--- config.mk ---
export PLATFORM = sky130hd
export DESIGN_NAME = fcs_sync_selector
export DESIGN_NICKNAME = d
export VERILOG_FILES = /design/src/rtl/fcs_pkg.sv /design/src/rtl/fcs_sync_selector.sv
export SDC_FILE = /design/constraint.sdc
export NUM_CORES = 1
export LEC_CHECK = 0
export ABC_AREA = 1
export CAP_MARGIN = 20
export CORE_MARGIN = 3
export CORE_UTILIZATION = 43
export DETAILED_ROUTE_END_ITERATION = 10
export DONT_BUFFER_PORTS = 1
export GPL_TIMING_DRIVEN = 1
export SETUP_SLACK_MARGIN = 0.5
export SYNTH_ARGS = -nofsm -noshare
export SYNTH_HDL_FRONTEND = slang
export SYNTH_SLANG_ARGS = --single-unit
--- constraint.sdc ---
create_clock -name sys_clk_i -period 9.25 [get_ports sys_clk_i]
set_input_delay 0.925 -clock sys_clk_i [delete_from_list [all_inputs] [get_ports sys_clk_i]]
set_output_delay 0.925 -clock sys_clk_i [all_outputs]
set_load 0.005 [all_outputs]
--- src/rtl/fcs_pkg.sv ---
package fcs_pkg;

    // port roles and link modes
    localparam logic ROLE_MASTER = 1'b0;
    localparam logic ROLE_SLAVE = 1'b1;
    localparam logic LINK_FIELDBUS = 1'b0;
    localparam logic LINK_PROG = 1'b1;

    // bit rate codes
    localparam logic [3:0] RATE_19K2 = 4'h0;
    localparam logic [3:0] RATE_1M5 = 4'h6;
    localparam logic [3:0] RATE_12M = 4'h9;
    localparam logic [3:0] RATE_MAX = 4'h9;

    // values after reset
    localparam logic [6:0] RST_ADDR = 7'h02;
    localparam logic [3:0] RST_RATE = RATE_1M5;
    localparam logic RST_ROLE = ROLE_MASTER;
    localparam logic RST_ISO = 1'b0;

    // clock and timing
    localparam int CLK_MHZ = 200;
    localparam int EXT_MIN_CYCLE_US = 1000;
    localparam int EXT_MIN_CYCLES = EXT_MIN_CYCLE_US * CLK_MHZ;
    localparam int DRV_CYCLE_US = 1000;
    localparam int DRV_CYCLES = DRV_CYCLE_US * CLK_MHZ;
    localparam int CNT_W = 24;
    localparam logic [CNT_W-1:0] CNT_ZERO = 24'h000000;
    localparam logic [CNT_W-1:0] CNT_ONE = 24'h000001;
    localparam logic [2:0] MISS_LIMIT = 3'h3;
    localparam logic [2:0] LOCK_NEED = 3'h2;
    localparam logic [2:0] CNT3_ZERO = 3'h0;

    typedef struct packed {
        logic role;
        logic iso;
        logic [6:0] addr;
        logic [3:0] rate;
        logic [CNT_W-1:0] cycle;
    } fcs_port_cfg_type;

    typedef enum logic [4:0] {
        SRC_DRIVE = 5'b00001,
        SRC_SLAVE1 = 5'b00010,
        SRC_SLAVE2 = 5'b00100,
        SRC_MASTER = 5'b01000,
        SRC_REPL = 5'b10000
    } fcs_src_type;

endpackage

--- src/rtl/fcs_sync_selector.sv ---
`timescale 1ns/1ps
// Function
// RULE_01 - two fieldbus ports, up to 12 Mbit/s
// RULE_02 - reset default: master, address 2, 1.5M
// RULE_03 - second port may be programming link
// RULE_04 - isochronous cycle length configurable, equidistant
// RULE_05 - master sends global control each cycle
// RULE_06 - slave free-runs through missing global controls
// RULE_07 - internal drive bus always isochronous master
// RULE_08 - iso slave plus iso master locks drive
// RULE_09 - iso slave plus non-iso uses slave cycle
// RULE_10 - application sees slave synchronisation state
// RULE_11 - two iso masters share drive cycle
// RULE_12 - single iso master sets the timebase
// RULE_13 - no iso port uses drive cycle
// RULE_14 - slave port answers only master requests
// RULE_15 - no lock falls back to replacement cycle
// RULE_16 - external cycles below 1 ms rejected
// RULE_17 - lock flag with loss-of-lock event
module fcs_sync_selector (
    // clock and reset
    input wire logic sys_clk_i,
    input wire logic sys_rst_i,
    // configuration load
    input wire logic cfg_load_i,
    input wire fcs_pkg::fcs_port_cfg_type first_fieldbus_port_cfg_i,
    input wire fcs_pkg::fcs_port_cfg_type second_fieldbus_port_cfg_i,
    input wire logic second_prog_link_i,
    input wire logic [fcs_pkg::CNT_W-1:0] drive_cycle_i,
    // global control frames received on slave ports (pins)
    input wire logic first_gc_rx_i,
    input wire logic second_gc_rx_i,
    // active configuration
    output fcs_pkg::fcs_port_cfg_type first_fieldbus_port_cfg_o,
    output fcs_pkg::fcs_port_cfg_type second_fieldbus_port_cfg_o,
    output logic second_prog_link_o,
    output logic cfg_err_o,
    // timebase
    output logic first_gc_tx_o,
    output logic second_gc_tx_o,
    output logic drive_gc_tx_o,
    output logic app_tick_o,
    output logic [4:0] src_o,
    // status
    output logic slave_sync_o,
    output logic locked_o,
    output logic lock_lost_o
);

    fcs_pkg::fcs_port_cfg_type p1_q, p2_q;
    logic prog_q;
    logic [fcs_pkg::CNT_W-1:0] dcyc_q;
    logic err_q;
    logic [1:0] gc1_s, gc2_s;
    logic [fcs_pkg::CNT_W-1:0] tb_cnt_q, slv_cnt_q;
    logic [2:0] miss_q, good_q;
    logic lock_q, tick_q, g1_q, g2_q, gd_q, lost_q;
    fcs_pkg::fcs_src_type src_q, src_d;

    function automatic logic rate_ok(input logic [3:0] r, input logic prog);
        rate_ok = (r <= fcs_pkg::RATE_MAX) && (prog || r != fcs_pkg::RATE_19K2); // RULE_01 RULE_03
    endfunction

    // only external ports are held to the floor; the drive bus may run faster
    function automatic logic cyc_ok(input logic [fcs_pkg::CNT_W-1:0] c);
        cyc_ok = c >= fcs_pkg::CNT_W'(fcs_pkg::EXT_MIN_CYCLES); // RULE_16
    endfunction

    // a bad configuration is refused whole; the old one stays active
    wire logic p1_ok = rate_ok(first_fieldbus_port_cfg_i.rate, 1'b0)
        && (!first_fieldbus_port_cfg_i.iso || cyc_ok(first_fieldbus_port_cfg_i.cycle));
    wire logic p2_ok = rate_ok(second_fieldbus_port_cfg_i.rate, second_prog_link_i)
        && (second_prog_link_i || !second_fieldbus_port_cfg_i.iso
            || cyc_ok(second_fieldbus_port_cfg_i.cycle));
    wire logic m1_iso = first_fieldbus_port_cfg_i.iso
        && first_fieldbus_port_cfg_i.role == fcs_pkg::ROLE_MASTER;
    wire logic m2_iso = !second_prog_link_i && second_fieldbus_port_cfg_i.iso
        && second_fieldbus_port_cfg_i.role == fcs_pkg::ROLE_MASTER;
    wire logic s1_iso = first_fieldbus_port_cfg_i.iso
        && first_fieldbus_port_cfg_i.role == fcs_pkg::ROLE_SLAVE;
    wire logic s2_iso = !second_prog_link_i && second_fieldbus_port_cfg_i.iso
        && second_fieldbus_port_cfg_i.role == fcs_pkg::ROLE_SLAVE;
    // iso master cycles must equal the drive bus cycle
    wire logic m_ok = (!m1_iso || first_fieldbus_port_cfg_i.cycle == drive_cycle_i)
        && (!m2_iso || second_fieldbus_port_cfg_i.cycle == drive_cycle_i); // RULE_08 RULE_11 RULE_12
    wire logic cfg_ok = p1_ok && p2_ok && m_ok && !(s1_iso && s2_iso)
        && drive_cycle_i != fcs_pkg::CNT_ZERO;
    wire logic do_load = cfg_load_i && cfg_ok;

    // active roles
    wire logic a_s1 = p1_q.iso && p1_q.role == fcs_pkg::ROLE_SLAVE;
    wire logic a_s2 = !prog_q && p2_q.iso && p2_q.role == fcs_pkg::ROLE_SLAVE;
    wire logic a_m1 = p1_q.iso && p1_q.role == fcs_pkg::ROLE_MASTER;
    wire logic a_m2 = !prog_q && p2_q.iso && p2_q.role == fcs_pkg::ROLE_MASTER;
    wire logic any_s = a_s1 || a_s2;
    wire logic [fcs_pkg::CNT_W-1:0] s_cyc = a_s1 ? p1_q.cycle : p2_q.cycle;
    wire logic gc_in = a_s1 ? gc1_s[1] : gc2_s[1];

    // slave cycle watchdog: runs one slave period, restarted by each frame
    // lock wants two frames in a row, so one stray pulse cannot steer the drives
    wire logic slv_wrap = slv_cnt_q >= s_cyc - fcs_pkg::CNT_ONE;
    wire logic slv_event = any_s && (gc_in || slv_wrap); // RULE_06
    wire logic new_lock = any_s && (lock_q || good_q >= fcs_pkg::LOCK_NEED);
    wire logic drop_lock = !any_s || (slv_wrap && !gc_in && miss_q >= fcs_pkg::MISS_LIMIT);

    // timebase tick: slave event when locked, else own drive counter
    wire logic tb_wrap = tb_cnt_q >= dcyc_q - fcs_pkg::CNT_ONE;
    wire logic tick = (any_s && lock_q) ? slv_event : tb_wrap; // RULE_09 RULE_15 RULE_13

    // an unlocked slave port reports the replacement cycle, never the slave itself
    function automatic fcs_pkg::fcs_src_type pick_src(input logic slave, input logic locked,
        input logic first, input logic master);
        if (slave && locked && first) begin
            pick_src = fcs_pkg::SRC_SLAVE1; // RULE_09
        end else if (slave && locked) begin
            pick_src = fcs_pkg::SRC_SLAVE2; // RULE_09
        end else if (slave) begin
            pick_src = fcs_pkg::SRC_REPL; // RULE_15
        end else if (master) begin
            pick_src = fcs_pkg::SRC_MASTER; // RULE_11 RULE_12
        end else begin
            pick_src = fcs_pkg::SRC_DRIVE; // RULE_13
        end
    endfunction

    assign src_d = pick_src(any_s, lock_q, a_s1, a_m1 || a_m2); // RULE_08

    always_ff @(posedge sys_clk_i or posedge sys_rst_i) begin
        if (sys_rst_i) begin
            p1_q <= '{fcs_pkg::RST_ROLE, fcs_pkg::RST_ISO, fcs_pkg::RST_ADDR,
                      fcs_pkg::RST_RATE, fcs_pkg::CNT_ZERO}; // RULE_02
            p2_q <= '{fcs_pkg::RST_ROLE, fcs_pkg::RST_ISO, fcs_pkg::RST_ADDR,
                      fcs_pkg::RST_RATE, fcs_pkg::CNT_ZERO}; // RULE_02
            prog_q <= 1'b0;
            dcyc_q <= fcs_pkg::CNT_W'(fcs_pkg::DRV_CYCLES);
            err_q <= 1'b0;
        end else begin
            if (do_load) begin
                p1_q <= first_fieldbus_port_cfg_i;
                p2_q <= second_fieldbus_port_cfg_i;
                prog_q <= second_prog_link_i; // RULE_03
                dcyc_q <= drive_cycle_i; // RULE_04
            end
            if (cfg_load_i) begin
                err_q <= !cfg_ok; // RULE_16
            end
        end
    end

    // global control inputs come from pins: two flops first
    always_ff @(posedge sys_clk_i or posedge sys_rst_i) begin
        if (sys_rst_i) begin
            gc1_s <= 2'b00;
            gc2_s <= 2'b00;
        end else begin
            gc1_s <= {gc1_s[0], first_gc_rx_i};
            gc2_s <= {gc2_s[0], second_gc_rx_i};
        end
    end

    always_ff @(posedge sys_clk_i or posedge sys_rst_i) begin
        if (sys_rst_i) begin
            slv_cnt_q <= fcs_pkg::CNT_ZERO;
            miss_q <= fcs_pkg::CNT3_ZERO;
            good_q <= fcs_pkg::CNT3_ZERO;
            lock_q <= 1'b0;
        end else if (!any_s || do_load) begin
            slv_cnt_q <= fcs_pkg::CNT_ZERO;
            miss_q <= fcs_pkg::CNT3_ZERO;
            good_q <= fcs_pkg::CNT3_ZERO;
            lock_q <= 1'b0;
        end else begin
            slv_cnt_q <= slv_event ? fcs_pkg::CNT_ZERO : slv_cnt_q + fcs_pkg::CNT_ONE; // RULE_05
            if (gc_in) begin
                miss_q <= fcs_pkg::CNT3_ZERO;
                good_q <= (good_q == 3'h7) ? good_q : good_q + 3'h1;
            end else if (slv_wrap) begin
                miss_q <= (miss_q == 3'h7) ? miss_q : miss_q + 3'h1; // RULE_06
                good_q <= fcs_pkg::CNT3_ZERO;
            end
            lock_q <= new_lock && !drop_lock; // RULE_17
        end
    end

    // drive bus is always an isochronous master; its frame follows the timebase
    always_ff @(posedge sys_clk_i or posedge sys_rst_i) begin
        if (sys_rst_i) begin
            tb_cnt_q <= fcs_pkg::CNT_ZERO;
            tick_q <= 1'b0;
            g1_q <= 1'b0;
            g2_q <= 1'b0;
            gd_q <= 1'b0;
            lost_q <= 1'b0;
            src_q <= fcs_pkg::SRC_DRIVE;
        end else begin
            tb_cnt_q <= tick ? fcs_pkg::CNT_ZERO : tb_cnt_q + fcs_pkg::CNT_ONE; // RULE_15
            tick_q <= tick;
            gd_q <= tick; // RULE_07
            g1_q <= tick && a_m1; // RULE_05 RULE_08
            g2_q <= tick && a_m2; // RULE_05 RULE_08
            // a reload drops lock on purpose and raises no loss event
            lost_q <= lock_q && !(new_lock && !drop_lock) && !do_load; // RULE_17
            src_q <= src_d;
        end
    end

    // every output is a plain copy of a register
    assign first_fieldbus_port_cfg_o = p1_q;
    assign second_fieldbus_port_cfg_o = p2_q;
    assign second_prog_link_o = prog_q;
    assign cfg_err_o = err_q;
    assign first_gc_tx_o = g1_q;
    assign second_gc_tx_o = g2_q;
    assign drive_gc_tx_o = gd_q;
    assign app_tick_o = tick_q;
    assign src_o = src_q;
    assign slave_sync_o = lock_q; // RULE_10
    assign locked_o = lock_q; // RULE_17
    assign lock_lost_o = lost_q;

endmodule

==> summary.md <==
| Metric | Value |
|---|---|
| Status | `finished, final reports clean` |
| Clk_lat worst skew | `between 0.4 and 0.5 ns` |
| Pre-CTS WS | `approximately 4.5 ns` |
| DR pass1 iterations | `5` |
| Worst-case vdd ir drop | `between 100 and 150 uV` |
| Area growth syn-to-layout | `7.97%` |
| CP startpoint kind | `flip-flop` |
| Clock transition at the registers of the reported paths | `0.08 ns` |
| Root Buffer | `clkbuf_16` |
| GRT Residual Overflow | `0` |
| IO Pins | `between 150 and 200` |
| Num CTS Buffers | `17` |
| Post CTS Setup Buffer Count | `0` |
| Crit-path max FO | `40` |
| Worst slew margin | `roughly 45%` |
| IO Port Bufs | `0` |
| Hold Path Class | `reg2reg` |
| Crit path largest cell delay | `between 0.7 and 0.8 ns` |
| Total GRT Usage | `between 20% and 30%` |
| Synth warn | `0` |
| Pin count of the biggest net entering global routing | `73` |
| H-Tree Level Count | `4` |
| Die Height | `between 150 and 200 um` |
| Share of cells above drive strength 1 | `under 10%` |
| Post-CTS sizing | `0` |
| Slowest-stage cell, CP | `dfrtp_1` |
| Post-route setup TNS | `0 ns` |
| Worst path arrival time | `5.08 ns` |
| Antenna violations before repair | `1` |
| Post-synthesis compound-gate area fraction | `roughly 7.4%` |
| Most common flop cell mapped by yosys | `dfrtp_1` |
| Row count | `56` |
| Post-Syn Area per Cell | `~7.2 um^2` |
| Dpl hpwl | `23300 um` |
| FMAX | `0.209 GHz` |
| Post-Synth Simple-Gate Area | `between 30% and 40%` |
| Synth Area in Adders | `under 10%` |
| Unrepaired setup endpoints after global routing | `false` |
| Initial cell density of the core | `~44%` |
| Largest family of logic cells by synthesized area | `simple AND/OR/NAND/NOR gates` |
| Cell area after synthesis | `approximately 10000 um^2` |
| Wire per inst | `16.8 um` |
| Area of the die | `between 20000 and 30000 um^2` |
| Yosys top cell area share | `a little under two fifths` |
| Worst-margin pin slew | `0.824 ns` |
| Number of global-route vias before repair | `around 8600` |
| Core area | `about 24000 um^2` |
| Pwr Density | `between 200 and 250 nW/um^2` |
| Multiplexer area fraction after synthesis | `less than 1%` |
| CTS tree | `done` |
| Placer Congestion | `slightly below 1` |
| Final ANT Viol Nets | `0` |
| Final setup viols | `0` |
| Netlist cell types | `37` |
| Routed WL | `approximately 30000 um` |
| Post-synth EDFFs | `0` |
| Buf/Inv on CP | `2` |
| Hold-fix buffers, CTS | `0` |
| Hold violation count in the final report | `0` |
| CP top delay family | `simple AND/OR/NAND/NOR gates` |
| Nets | `roughly 1600` |
| Fin crit share | `slightly above 50%` |
| ANT cells | `0` |
| CTS Sinks | `roughly 170` |
| First-pass GRT wire length | `47300 um` |
| CP endpoint kind | `flip-flop` |
| Final Cell Area | `~11000 um^2` |
| Die W | `~160 um` |
| Final WS setup | `between 4 and 5 ns` |
| DRC violations left | `0` |
| Vias | `between 9000 and 10000` |
| Final Skew | `between 0.01 and 0.015 ns` |
| CTS Buffer Depth | `2` |
| Post-Synth XOR/XNOR Area | `under 10%` |
| WS Path Type | `reg2reg` |
| Seq cells post-synth | `approximately 170` |
| Ranking of synthesized cells by area | `dfrtp_1, nand2_1, nor2_1` |
| Slew Limit Fails | `0` |
| Synth async-reset ratio | `between 90% and 100%` |
| Synth Instances | `between 1000 and 1500` |
| Critical Path Most Common Cell | `nand2_1` |
| Synth Net Count | `about 1600` |
| Max_cap viols | `0` |
| Final min period | `between 4 and 5 ns` |
| DRT iter0 DRCs | `598` |
| Worst-path cell chain | `nand2_2, nand2_1, nand2_1, nor2_4, nand3b_4, nor2_4, nand2_2, nor2_4, nand2_2, nor2_2, xor2_1, inv_1, ha_1, nand2_1, nor2_1, nand4_1, nor2_1, nand2_1, nand3_1, nor2_1, nand2_1, nand2_1, inv_2, nor2_1` |
| Area of placed instances | `approximately 11000 um^2` |
| Largest area contributor in the netlist | `dfrtp_1` |
| Register area share after synthesis | `40.3%` |
| WP data required | `~9.6 ns` |
| Via/cell ratio | `a little over 5` |
| Pleak | `slightly below 6 nW` |
-- layer usage --
| metal | GRT usage (%) | part of all wire, % | vias up |
|---|---|---|---|
| met1 | 30.4 | 44 | 4181 |
| met4 | 7.06 | 2.4 | 2 |
| met2 | 35.6 | 44 | 310 |
| met5 | 0 | 0.017 | - |
| met3 | 8.29 | 9.7 | 34 |
| li1 | - | - | 4517 |
-- report_power, final --
part / switching (W) / internal [W] / leakage [nW]
Clock: 0.000348 / 0.000361 / 0.280
Sequential: 0.000167 / 0.000872 / 2.14
Combinational: 0.000386 / 0.000232 / 3.36
Total: 0.000901 / 0.00146 / 5.78
-- worst paths after layout --
path	cells after the start	end	slack (ns)	from
max in group asynchronous	2	first_fieldbus_port_cfg_o[6]	7.65	sys_rst_i
max	24	tb_cnt_q[23]	4.47	first_fieldbus_port_cfg_o[35]
min in group asynchronous	1	dcyc_q[14]	0.39	sys_rst_i
max reg2reg	24	tb_cnt_q[23]	4.47	first_fieldbus_port_cfg_o[35]
min reg2reg	0	gc2_s[1]	0.36	gc2_s[0]
min	0	gc2_s[1]	0.36	gc2_s[0]
-- registers in the layout (all words and copies together) (netlist names) --
| name | count |
|---|---|
| gc2_s | 2 |
| locked_o | 1 |
| drive_gc_tx_o | 1 |
| second_fieldbus_port_cfg_o | 37 |
| dcyc_q | 24 |
| tb_cnt_q | 24 |
| src_o | 5 |
| good_q | 3 |
| miss_q | 3 |
| second_gc_tx_o | 1 |
| gc1_s | 2 |
| second_prog_link_o | 1 |
| first_fieldbus_port_cfg_o | 37 |
| slv_cnt_q | 24 |
| first_gc_tx_o | 1 |
| cfg_err_o | 1 |
| lock_lost_o | 1 |
-- per-stage QoR --
| step | hold slack [ns] | utilization (%) | total power, W | instances |
|---|---|---|---|---|
| final | 0.361 | 47.8 | 0.00237 | 1770 |
| after global routing | 0.375 | 47.8 | 0.00255 | 1770 |
| after CTS | 0.364 | 47.8 | 0.00239 | 1770 |
| after detailed placement | 0.336 | 45.3 | 0.00167 | 1738 |
| after global placement | 0.333 | 45.3 | 0.00166 | 1738 |
| after floorplan | 0.331 | - | 0.00150 | 1449 |
-- synthesized netlist by cell type, drive strengths merged (13+ instances only) --
cell,n
nand2,481
nor3,28
dfrtp,155
a21oi,30
buf,27
nand3,44
o21ai,102
dfstp,13
nor2,207
xnor2,22
nand4,25
inv,168
ha,57
xor2,55
-- logic make-up after synthesis --
logic type	after synthesis
buf+inv	203
mux	3
flops	168
simple gates	796
fa+ha+maj	57
compound gates	145
xor+xnor	77
-- area by class of cell --
cell class	count	area [um^2]
fill	2362	12400
multi-input combinational	1078	5450
sequential	168	4220
inverter	169	639
clock buffer	17	425
tap	319	399
clock inverter	15	153
timing repair buffer	4	30.0
-- cells in the final DEF (no fill, tap or decap), types with 2 or more instances in the layout --
cell type	Yosys	final
buf_4	2	4
nor4_1	7	7
xnor2_1	22	22
o21ai_2	3	3
dfrtp_1	155	155
nor3_2	2	2
o21ai_0	87	87
clkinv_8	0	2
nor3_1	26	26
and2_1	2	2
inv_2	13	13
ha_1	57	57
inv_8	0	5
nand4_1	25	25
inv_6	0	5
nor2_4	4	4
nand2_1	477	477
inv_1	155	154
nor2_2	5	5
o21ai_1	12	12
a21oi_1	30	30
dfstp_2	13	13
nand3_1	43	43
o21bai_1	3	3
nand2_2	4	4
nor2_1	198	198
clkbuf_16	0	17
a21o_1	2	2
o21a_1	5	5
xor2_1	55	55
clkinvlp_4	0	2
mux2i_1	3	3
Note: power is estimated with default switching activity, not from simulation.
